==> config.mk <==
export PLATFORM = sky130hd
export DESIGN_NAME = port4_io_pin_mux
export DESIGN_NICKNAME = d
export VERILOG_FILES = /design/src/hdl/port4_pkg.sv /design/src/hdl/upper_pin_mux.sv /design/src/hdl/pullup_gate.sv /design/src/hdl/port4_io_pin_mux.sv
export SDC_FILE = /design/constraint.sdc
export NUM_CORES = 1
export LEC_CHECK = 0
export ABC_AREA = 1
export BUFFER_PORTS_ARGS = -buffer_cell sky130_fd_sc_hd__buf_4
export CAP_MARGIN = 15
export CORE_UTILIZATION = 45
export CTS_BUF_LIST = sky130_fd_sc_hd__clkbuf_8
export CTS_CLUSTER_SIZE = 30
export DETAILED_ROUTE_END_ITERATION = 7
export GPL_ROUTABILITY_DRIVEN = 0
export GPL_TIMING_DRIVEN = 0
export PLACE_DENSITY_LB_ADDON = 0.2
export RECOVER_POWER = 100
export SETUP_SLACK_MARGIN = 0.05
export SYNTH_ARGS = -nofsm -noshare
export SYNTH_HDL_FRONTEND = slang
export SYNTH_SLANG_ARGS = --single-unit
==> constraint.sdc <==
create_clock -name clk -period 1.1 [get_ports clk]
set_clock_uncertainty 0.15 [all_clocks]
set_input_delay 0.275 -clock clk [delete_from_list [all_inputs] [get_ports clk]]
set_output_delay 0.275 -clock clk [all_outputs]
set_load 0.1 [all_outputs]
==> src/hdl/port4_pkg.sv <==
/*
  Constants, register offsets and carrier structs for the port 4 I/O and
  pin multiplexing block. Assumes one synchronous clock domain and control
  bits that neighbouring peripherals present as steady levels.
*/
// Functional notes
// - Expansion enabled in modes 1 to 3: port 3 pull-ups always off.
// - Modes 2/3, no expansion: pull-up on only if input and enable bit set.
// - Port 4 is 8 bits wide; its pin functions ignore operating mode.
// - Direction bit 1 means output, 0 input; write-only, resets to zero.
// - Port read gives latch for output bits, pin level for input bits.
// - Output latch is 8-bit read/write, resets to zero, drives output pins.
// - In software standby PWM is reset; pins follow timer, hsync, host IRQ, port bits.
// - Pin 7 drives PWM output 1 when its enable B is set, else GPIO.
// - Pin 6 drives PWM output 0 when its enable A is set, else GPIO.
// - Pin 5 output is latch, or host IRQ 12 when the IRQ pin enable is set.
// - Pin 5 feeds timer 1 counter reset when both clear selects are 1.
// - Pin 4 drives hsync when enabled, else timer 1 compare if selected.
// - Otherwise pin 4 is GPIO, or host IRQ 1 output when IRQ enable is set.
// - Pin 3 output is latch, or host IRQ 11 when the IRQ pin enable is set.
// - Pin 3 feeds timer 1 external clock when clock select picks external.
package port4_pkg;

  localparam int unsigned  ADDR_W          = 8;
  localparam int unsigned  DATA_W          = 8;

  // Register offsets
  localparam logic [7:0]   P4_DIR_OFS      = 8'h00;
  localparam logic [7:0]   P4_LATCH_OFS    = 8'h01;
  localparam logic [7:0]   P3_DIR_OFS      = 8'h02;
  localparam logic [7:0]   P3_PULLUP_OFS   = 8'h03;
  localparam logic [7:0]   PIN_FUNC_OFS    = 8'h04;

  // Values after reset
  localparam logic [7:0]   P4_DIR_RST      = 8'h00;
  localparam logic [7:0]   P4_LATCH_RST    = 8'h00;
  localparam logic [7:0]   P3_DIR_RST      = 8'h00;
  localparam logic [7:0]   P3_PULLUP_RST   = 8'h00;

  // Operating mode and clock select codes
  localparam logic [1:0]   MODE_1          = 2'h1;
  localparam logic [2:0]   CKS_EXT_FIRST   = 3'h5;

  // Control levels from neighbouring units
  typedef struct packed {
    logic       pwm_output_enable_a;
    logic       pwm_output_enable_b;
    logic       host_irq_pin_enable;
    logic       hsync_output_enable;
    logic [3:0] timer1_output_select;
    logic       counter_clear_sel_hi;
    logic       counter_clear_sel_lo;
    logic [2:0] timer_clock_select;
    logic       external_expansion_enable;
    logic [1:0] op_mode;
    logic       sw_standby;
    logic       hw_standby;
  } periph_ctrl_s;

  // Peripheral signals that may take over a pin
  typedef struct packed {
    logic pwm_out_0;
    logic pwm_out_1;
    logic host_irq_out_1;
    logic host_irq_out_11;
    logic host_irq_out_12;
    logic timer1_compare_out;
    logic hsync_out;
  } periph_sig_s;

  // Pin levels handed to timer 1 and the sync logic
  typedef struct packed {
    logic timer1_reset_in;
    logic timer1_clock_in;
    logic composite_sync_in;
    logic hsync_in;
  } timer_feed_s;

endpackage

==> src/hdl/upper_pin_mux.sv <==
/*
  Combinational function select for port 4 pins 7 to 3. Assumes the
  control struct already has standby gating applied by the caller.
*/
`timescale 1ns/100ps
module upper_pin_mux
  import port4_pkg::*;
(
  // Port settings
  input  wire logic [7:3] dir,
  input  wire logic [7:3] latch,
  // Selection sources
  input  wire periph_ctrl_s ctrl,
  input  wire periph_sig_s  sig,
  // Pin drive
  output logic      [7:3] oe,
  output logic      [7:3] dout,
  output logic      [7:3] taken
);

  always_comb
  begin
    oe    = dir;
    dout  = latch;
    taken = 5'h00;
    if (ctrl.pwm_output_enable_a)
    begin
      oe[6]    = 1'b1;
      dout[6]  = sig.pwm_out_0;
      taken[6] = 1'b1;
    end
    if (ctrl.pwm_output_enable_b)
    begin
      oe[7]    = 1'b1;
      dout[7]  = sig.pwm_out_1;
      taken[7] = 1'b1;
    end
    if (dir[5] && ctrl.host_irq_pin_enable)
    begin
      dout[5]  = sig.host_irq_out_12;
      taken[5] = 1'b1;
    end
    // pin 4 hsync first, then compare
    if (ctrl.hsync_output_enable)
    begin
      oe[4]    = 1'b1;
      dout[4]  = sig.hsync_out;
      taken[4] = 1'b1;
    end
    else if (ctrl.timer1_output_select != 4'h0)
    begin
      oe[4]    = 1'b1;
      dout[4]  = sig.timer1_compare_out;
      taken[4] = 1'b1;
    end
    else if (dir[4] && ctrl.host_irq_pin_enable)
    begin
      dout[4]  = sig.host_irq_out_1;
      taken[4] = 1'b1;
    end
    if (dir[3] && ctrl.host_irq_pin_enable)
    begin
      dout[3]  = sig.host_irq_out_11;
      taken[3] = 1'b1;
    end
  end

endmodule

==> src/hdl/pullup_gate.sv <==
/*
  Port 3 input pull-up gating. Assumes mode and expansion levels are
  steady system straps and standby levels come from the power control.
*/
`timescale 1ns/100ps
module pullup_gate
  import port4_pkg::*;
(
  // Port 3 settings
  input  wire logic [7:0] dir,
  input  wire logic [7:0] enable,
  // System state
  input  wire periph_ctrl_s ctrl,
  // Pull-up request
  output logic      [7:0] pu_req
);

  always_comb
  begin
    // expansion, mode 1 or hardware standby keeps all off
    if (ctrl.external_expansion_enable || ctrl.op_mode == MODE_1 || ctrl.hw_standby)
    begin
      pu_req = 8'h00;
    end
    // input pin with enable bit set
    else
    begin
      pu_req = ~dir & enable;
    end
  end

endmodule

==> src/hdl/port4_io_pin_mux.sv <==
/*
  Port 4 general I/O with function multiplexing for pins 7 to 3, and the
  port 3 pull-up control. Assumes a one-cycle strobe register port, pins
  already synchronous to clk, and peripheral controls as steady levels.
*/
`timescale 1ns/100ps
module port4_io_pin_mux
  import port4_pkg::*;
(
  // Clock and reset
  input  wire logic              clk,
  input  wire logic              nrst,
  // Register port
  input  wire logic [ADDR_W-1:0] addr,
  input  wire logic [DATA_W-1:0] wdata,
  input  wire logic              wr,
  input  wire logic              rd,
  output logic      [DATA_W-1:0] rdata,
  // Port 4 pins
  input  wire logic [7:0]        p4_in,
  output logic      [7:0]        p4_out,
  output logic      [7:0]        p4_oe,
  // Port 3 pull-ups
  output logic      [7:0]        p3_pullup_on,
  // Peripheral side
  input  wire periph_ctrl_s      ctrl,
  input  wire periph_sig_s       sig,
  output timer_feed_s            feed
);

  logic         [7:0] p4_dir_reg;
  logic         [7:0] p4_latch_reg;
  logic         [7:0] p3_dir_reg;
  logic         [7:0] p3_pullup_reg;
  logic         [7:0] p4_out_next;
  logic         [7:0] p4_oe_next;
  logic         [7:0] p4_taken_next;
  logic         [7:0] p4_taken_reg;
  logic         [7:0] p4_read_view;
  logic         [7:0] pullup_next;
  logic         [7:0] rdata_next;
  logic         [7:3] mux_oe;
  logic         [7:3] mux_out;
  logic         [7:3] mux_taken;
  logic               wr_p4_dir;
  logic               wr_p4_latch;
  logic               wr_p3_dir;
  logic               wr_p3_pullup;
  logic               ext_clock_sel;
  logic               reset_in_sel;
  periph_ctrl_s       ctrl_eff;
  timer_feed_s        feed_next;

  // Write decode
  assign wr_p4_dir    = wr && (addr == P4_DIR_OFS);
  assign wr_p4_latch  = wr && (addr == P4_LATCH_OFS);
  assign wr_p3_dir    = wr && (addr == P3_DIR_OFS);
  assign wr_p3_pullup = wr && (addr == P3_PULLUP_OFS);

  always_ff @(posedge clk or negedge nrst)
  begin
    if (!nrst)
    begin
      p4_dir_reg <= P4_DIR_RST;
    end
    else if (wr_p4_dir)
    begin
      p4_dir_reg <= wdata;
    end
  end

  always_ff @(posedge clk or negedge nrst)
  begin
    if (!nrst)
    begin
      p4_latch_reg <= P4_LATCH_RST;
    end
    else if (wr_p4_latch)
    begin
      p4_latch_reg <= wdata;
    end
  end

  // Port 3 direction, write-only like port 4
  always_ff @(posedge clk or negedge nrst)
  begin
    if (!nrst)
    begin
      p3_dir_reg <= P3_DIR_RST;
    end
    else if (wr_p3_dir)
    begin
      p3_dir_reg <= wdata;
    end
  end

  // Port 3 pull-up enables
  always_ff @(posedge clk or negedge nrst)
  begin
    if (!nrst)
    begin
      p3_pullup_reg <= P3_PULLUP_RST;
    end
    else if (wr_p3_pullup)
    begin
      p3_pullup_reg <= wdata;
    end
  end

  // PWM is held reset in software standby
  always_comb
  begin
    ctrl_eff = ctrl;
    if (ctrl.sw_standby)
    begin
      ctrl_eff.pwm_output_enable_a = 1'b0;
      ctrl_eff.pwm_output_enable_b = 1'b0;
    end
  end

  // selection is pure decode of current bits
  upper_pin_mux u_mux (
    .dir   (p4_dir_reg[7:3]),
    .latch (p4_latch_reg[7:3]),
    .ctrl  (ctrl_eff),
    .sig   (sig),
    .oe    (mux_oe),
    .dout  (mux_out),
    .taken (mux_taken)
  );

  // pins 2 to 0 stay plain GPIO here
  assign p4_oe_next    = {mux_oe, p4_dir_reg[2:0]};
  assign p4_out_next   = {mux_out, p4_latch_reg[2:0]};
  assign p4_taken_next = {mux_taken, 3'h0};

  // Registered pin drive avoids glitches on control changes
  always_ff @(posedge clk or negedge nrst)
  begin
    if (!nrst)
    begin
      p4_oe        <= 8'h00;
      p4_out       <= 8'h00;
      p4_taken_reg <= 8'h00;
    end
    else
    begin
      p4_oe        <= p4_oe_next;
      p4_out       <= p4_out_next;
      p4_taken_reg <= p4_taken_next;
    end
  end

  pullup_gate u_pullup (
    .dir    (p3_dir_reg),
    .enable (p3_pullup_reg),
    .ctrl   (ctrl),
    .pu_req (pullup_next)
  );

  always_ff @(posedge clk or negedge nrst)
  begin
    if (!nrst)
    begin
      p3_pullup_on <= 8'h00;
    end
    else
    begin
      p3_pullup_on <= pullup_next;
    end
  end

  // counter reset needs both clear selects
  assign reset_in_sel  = ctrl.counter_clear_sel_hi && ctrl.counter_clear_sel_lo;
  assign ext_clock_sel = ctrl.timer_clock_select >= CKS_EXT_FIRST;

  always_comb
  begin
    feed_next.timer1_reset_in   = reset_in_sel && p4_in[5];
    feed_next.timer1_clock_in   = ext_clock_sel && p4_in[3];
    feed_next.composite_sync_in = p4_in[5];
    feed_next.hsync_in          = p4_in[3];
  end

  always_ff @(posedge clk or negedge nrst)
  begin
    if (!nrst)
    begin
      feed <= '0;
    end
    else
    begin
      feed <= feed_next;
    end
  end

  // output bits read back the latch, not the pin
  assign p4_read_view = (p4_dir_reg & p4_latch_reg) | (~p4_dir_reg & p4_in);

  always_comb
  begin
    rdata_next = 8'h00;
    if (rd)
    begin
      case (addr)
        P4_LATCH_OFS:  rdata_next = p4_read_view;
        P3_PULLUP_OFS: rdata_next = p3_pullup_reg;
        PIN_FUNC_OFS:  rdata_next = p4_taken_reg;
        default:       rdata_next = 8'h00;
      endcase
    end
  end

  // Data valid only in the cycle after the strobe
  always_ff @(posedge clk or negedge nrst)
  begin
    if (!nrst)
    begin
      rdata <= 8'h00;
    end
    else
    begin
      rdata <= rdata_next;
    end
  end
endmodule

==> flow_summary.ini <==
[outcome]
result_of_the_run = complete, but fails checks
violations_in_the_final_reports = design-rule violations, negative hold slack, negative setup slack

[global_routing]
grt_remaining_overflow = 0
globalRouteTotalUtil = 0.242
via_count_of_the_first_global_routing_pass = 2740
grt_first_pass_wirelength_mm = 13.1
antenna_found_initial = 0
grt_max_degree = 74

[routing]
antenna_violating_nets_post_route = 0
finalWirelength_mm = 9.58
routed_wire_length_per_instance_um = 17.9
detail_route.drc_violations = 14
first_pass_iters = 7
route.vias.total = 2817
detail_route.vias_per_cell = 5.27
drt_iter0_markers = 214

[finish]
synthToLayoutAreaGrowth_pct = 78.4
stdcell_count = 535
nets = 506
num_antenna_cells = 0
commonest_non_fill_non_tap_cells_in_the_layout = nand2_1 (58), buf_4 (49), inv_1 (41)
stdcell_area_mm2 = 0.00542
fraction_of_layout_cells_with_a_size_suffix_above_1 = 0.576
mostFrequentLayoutCell = nand2_1

[min_path]
worstHoldPathType = in2async

[pwr]
power.leakage_nw = 2.68
pwr-share-seq = 0.480
internal_power_mw = 4.23
vdd_drop_max_uv = 893
power.total_mw = 6.20
fraction_of_power_spent_switching_nets = 0.318
power-per-cell-area_mw_per_mm2 = 1140
p_comb_frac = 0.223
p_clk_frac = 0.297
switching_power_mw = 1.97

[placed_design]
half_perimeter_wire_length_after_detailed_placement_mm = 5.03
placement.setup.worst_slack_ns = -0.566
dp_cells = 490
dpl-instance-area_mm2 = 0.00408
place.port_buffers = 88

[floorplanning]
core_area_mm2 = 0.00642
die_width_um = 84.1
die_height_um = 84.1
die_area_mm2 = 0.00708
core.rowCount = 29
initial_core_util = 0.473
boundaryPins = 89

[setup_path]
critical_path_s_top_delay_family = flip-flops
sequence_of_cells_on_the_critical_path = buf_12
cp_data_required_time_ns = 0.67
worst_path_max_delay_cell = dfrtp_4
worstPathArrival_ns = 1.02
cp_slowest_stage_delay_ns = 0.49
timing.critical_path.to_type = primary output
critical_path.max_fanout = 1
r2r_setup_slack_ns = -0.09
worst_setup_path_start_kind = flip-flop
worst-path-buf-inv = 1
critical_path_class = reg2out

[sta]
final_period_minus_worst_setup_slack_ns = 1.44
final-setup-viol-count = 76
slew_violations = 0
postLayoutSetupSlackWorst_ns = -0.345
max-slew-margin-rel = 0.345
rsz0062_at_grt = true
post-route-period-util = 1.31
hold-worst-slack_ns = -0.0504
worstMarginPinSlew_ns = 0.983
timing.final.hold_violations = 73
max_freq_mhz = 692

[clock_tree]
clk_pin_slew_worst_paths_ns = 0.07
hold_bufs_inserted_after_cts = 5
worst_skew_pair.late_latency_ns = 0.35
cts_inserted_buffers = 9
clock_path_buffers = 2
cts_htree_levels = 3
clk_sinks = 73
cts_root_cell = clkbuf_8
tritoncts = built

[logic_synthesis]
synth_area_per_cell_um2 = 9.34
synth_top_area_cell = dfrtp_1
synth_sequential_area_ratio = 0.602
synth_top_cell_area_share = 0.602
postSynthCellCount = 325
ys_top_cells_by_area = dfrtp_1 (60%), nand2_1 (11%), nand3_1 (7.7%)
syn-cell-area_mm2 = 0.00304
yosysWarnings = 0
yosysUniqueCellTypes = 20
synth.net_count = 378
yosys_register_bits = 73

[job]
maxCapViolations = 0
area by class of cell:
type,instances,area (µm²)
Sequential cell,73,1960
Buffer,3,41.3
Clock buffer,10,138
Inverter,47,235
Timing Repair Buffer,119,1520
Clock inverter,6,28.8
Multi-Input combinational cell,200,1400
Fill cell,324,1000
Tap cell,77,96.3
worst paths after layout:
kind | startpoint | endpoint | depth (start not counted)
setup / recovery | p4_oe[1] | p4_oe[1] | 1
max in group asynchronous | nrst | p3_pullup_on[0] | 1
hold / removal | nrst | p4_oe[2] | 1
setup reg to reg | p4_dir_reg[0] | rdata[0] | 6
min in group clk | ctrl[8] | feed[3] | 3
hold reg to reg | p4_latch_reg[1] | p4_out[1] | 0
cell usage after synthesis (all sizes together):
master / instances
buf: 5
or2: 1
clkinv: 1
nand3: 47
a21oi: 4
nor3: 8
inv: 46
nor2: 14
o21ai: 28
dfrtp: 73
nand2: 98
routing by layer:
metal / track usage / share of wire / up-vias
met5: 0 / 0 / -
met4: 0.116 / 0.029 / 0
met3: 0.0452 / 0.059 / 26
met2: 0.396 / 0.53 / 126
met1: 0.314 / 0.38 / 1378
li1: - / - / 1287
cells by family after synthesis:
| family | synth area share |
|---|---|
| buffers and inverters | 0.0737 |
| DFF | 0.602 |
| and+or+nand+nor | 0.267 |
| AOI/OAI and AO/OA | 0.0577 |
metrics by stage:
stage,util,setup TNS (ns)
2_1_floorplan,-,-5.78
3_3_place_gp,0.635,-30.61
3_5_place_dp,0.635,-31.70
4_1_cts,0.789,-12.23
5_1_grt,0.844,-20.95
6_report,0.844,-14.98
power groups by stage:
stage               Clock, mW  Combinational (mW)  Sequential, mW
global route             1.96                1.45            2.99
global placement            0                1.06            2.97
finish                   1.84                1.38            2.98
floorplan                   0               0.233            3.42
CTS                      1.80                1.30            2.96
detailed placement          0                1.07            2.98
what timing repair did:
action,4_1_cts,5_1_grt
hold endpoints to repair,78,73
pin swaps,25,25
setup buffers,18,5
cloned,2,3
resized for setup,147,84
setup endpoints to repair,76,115
(Power assumes the default switching activity.)
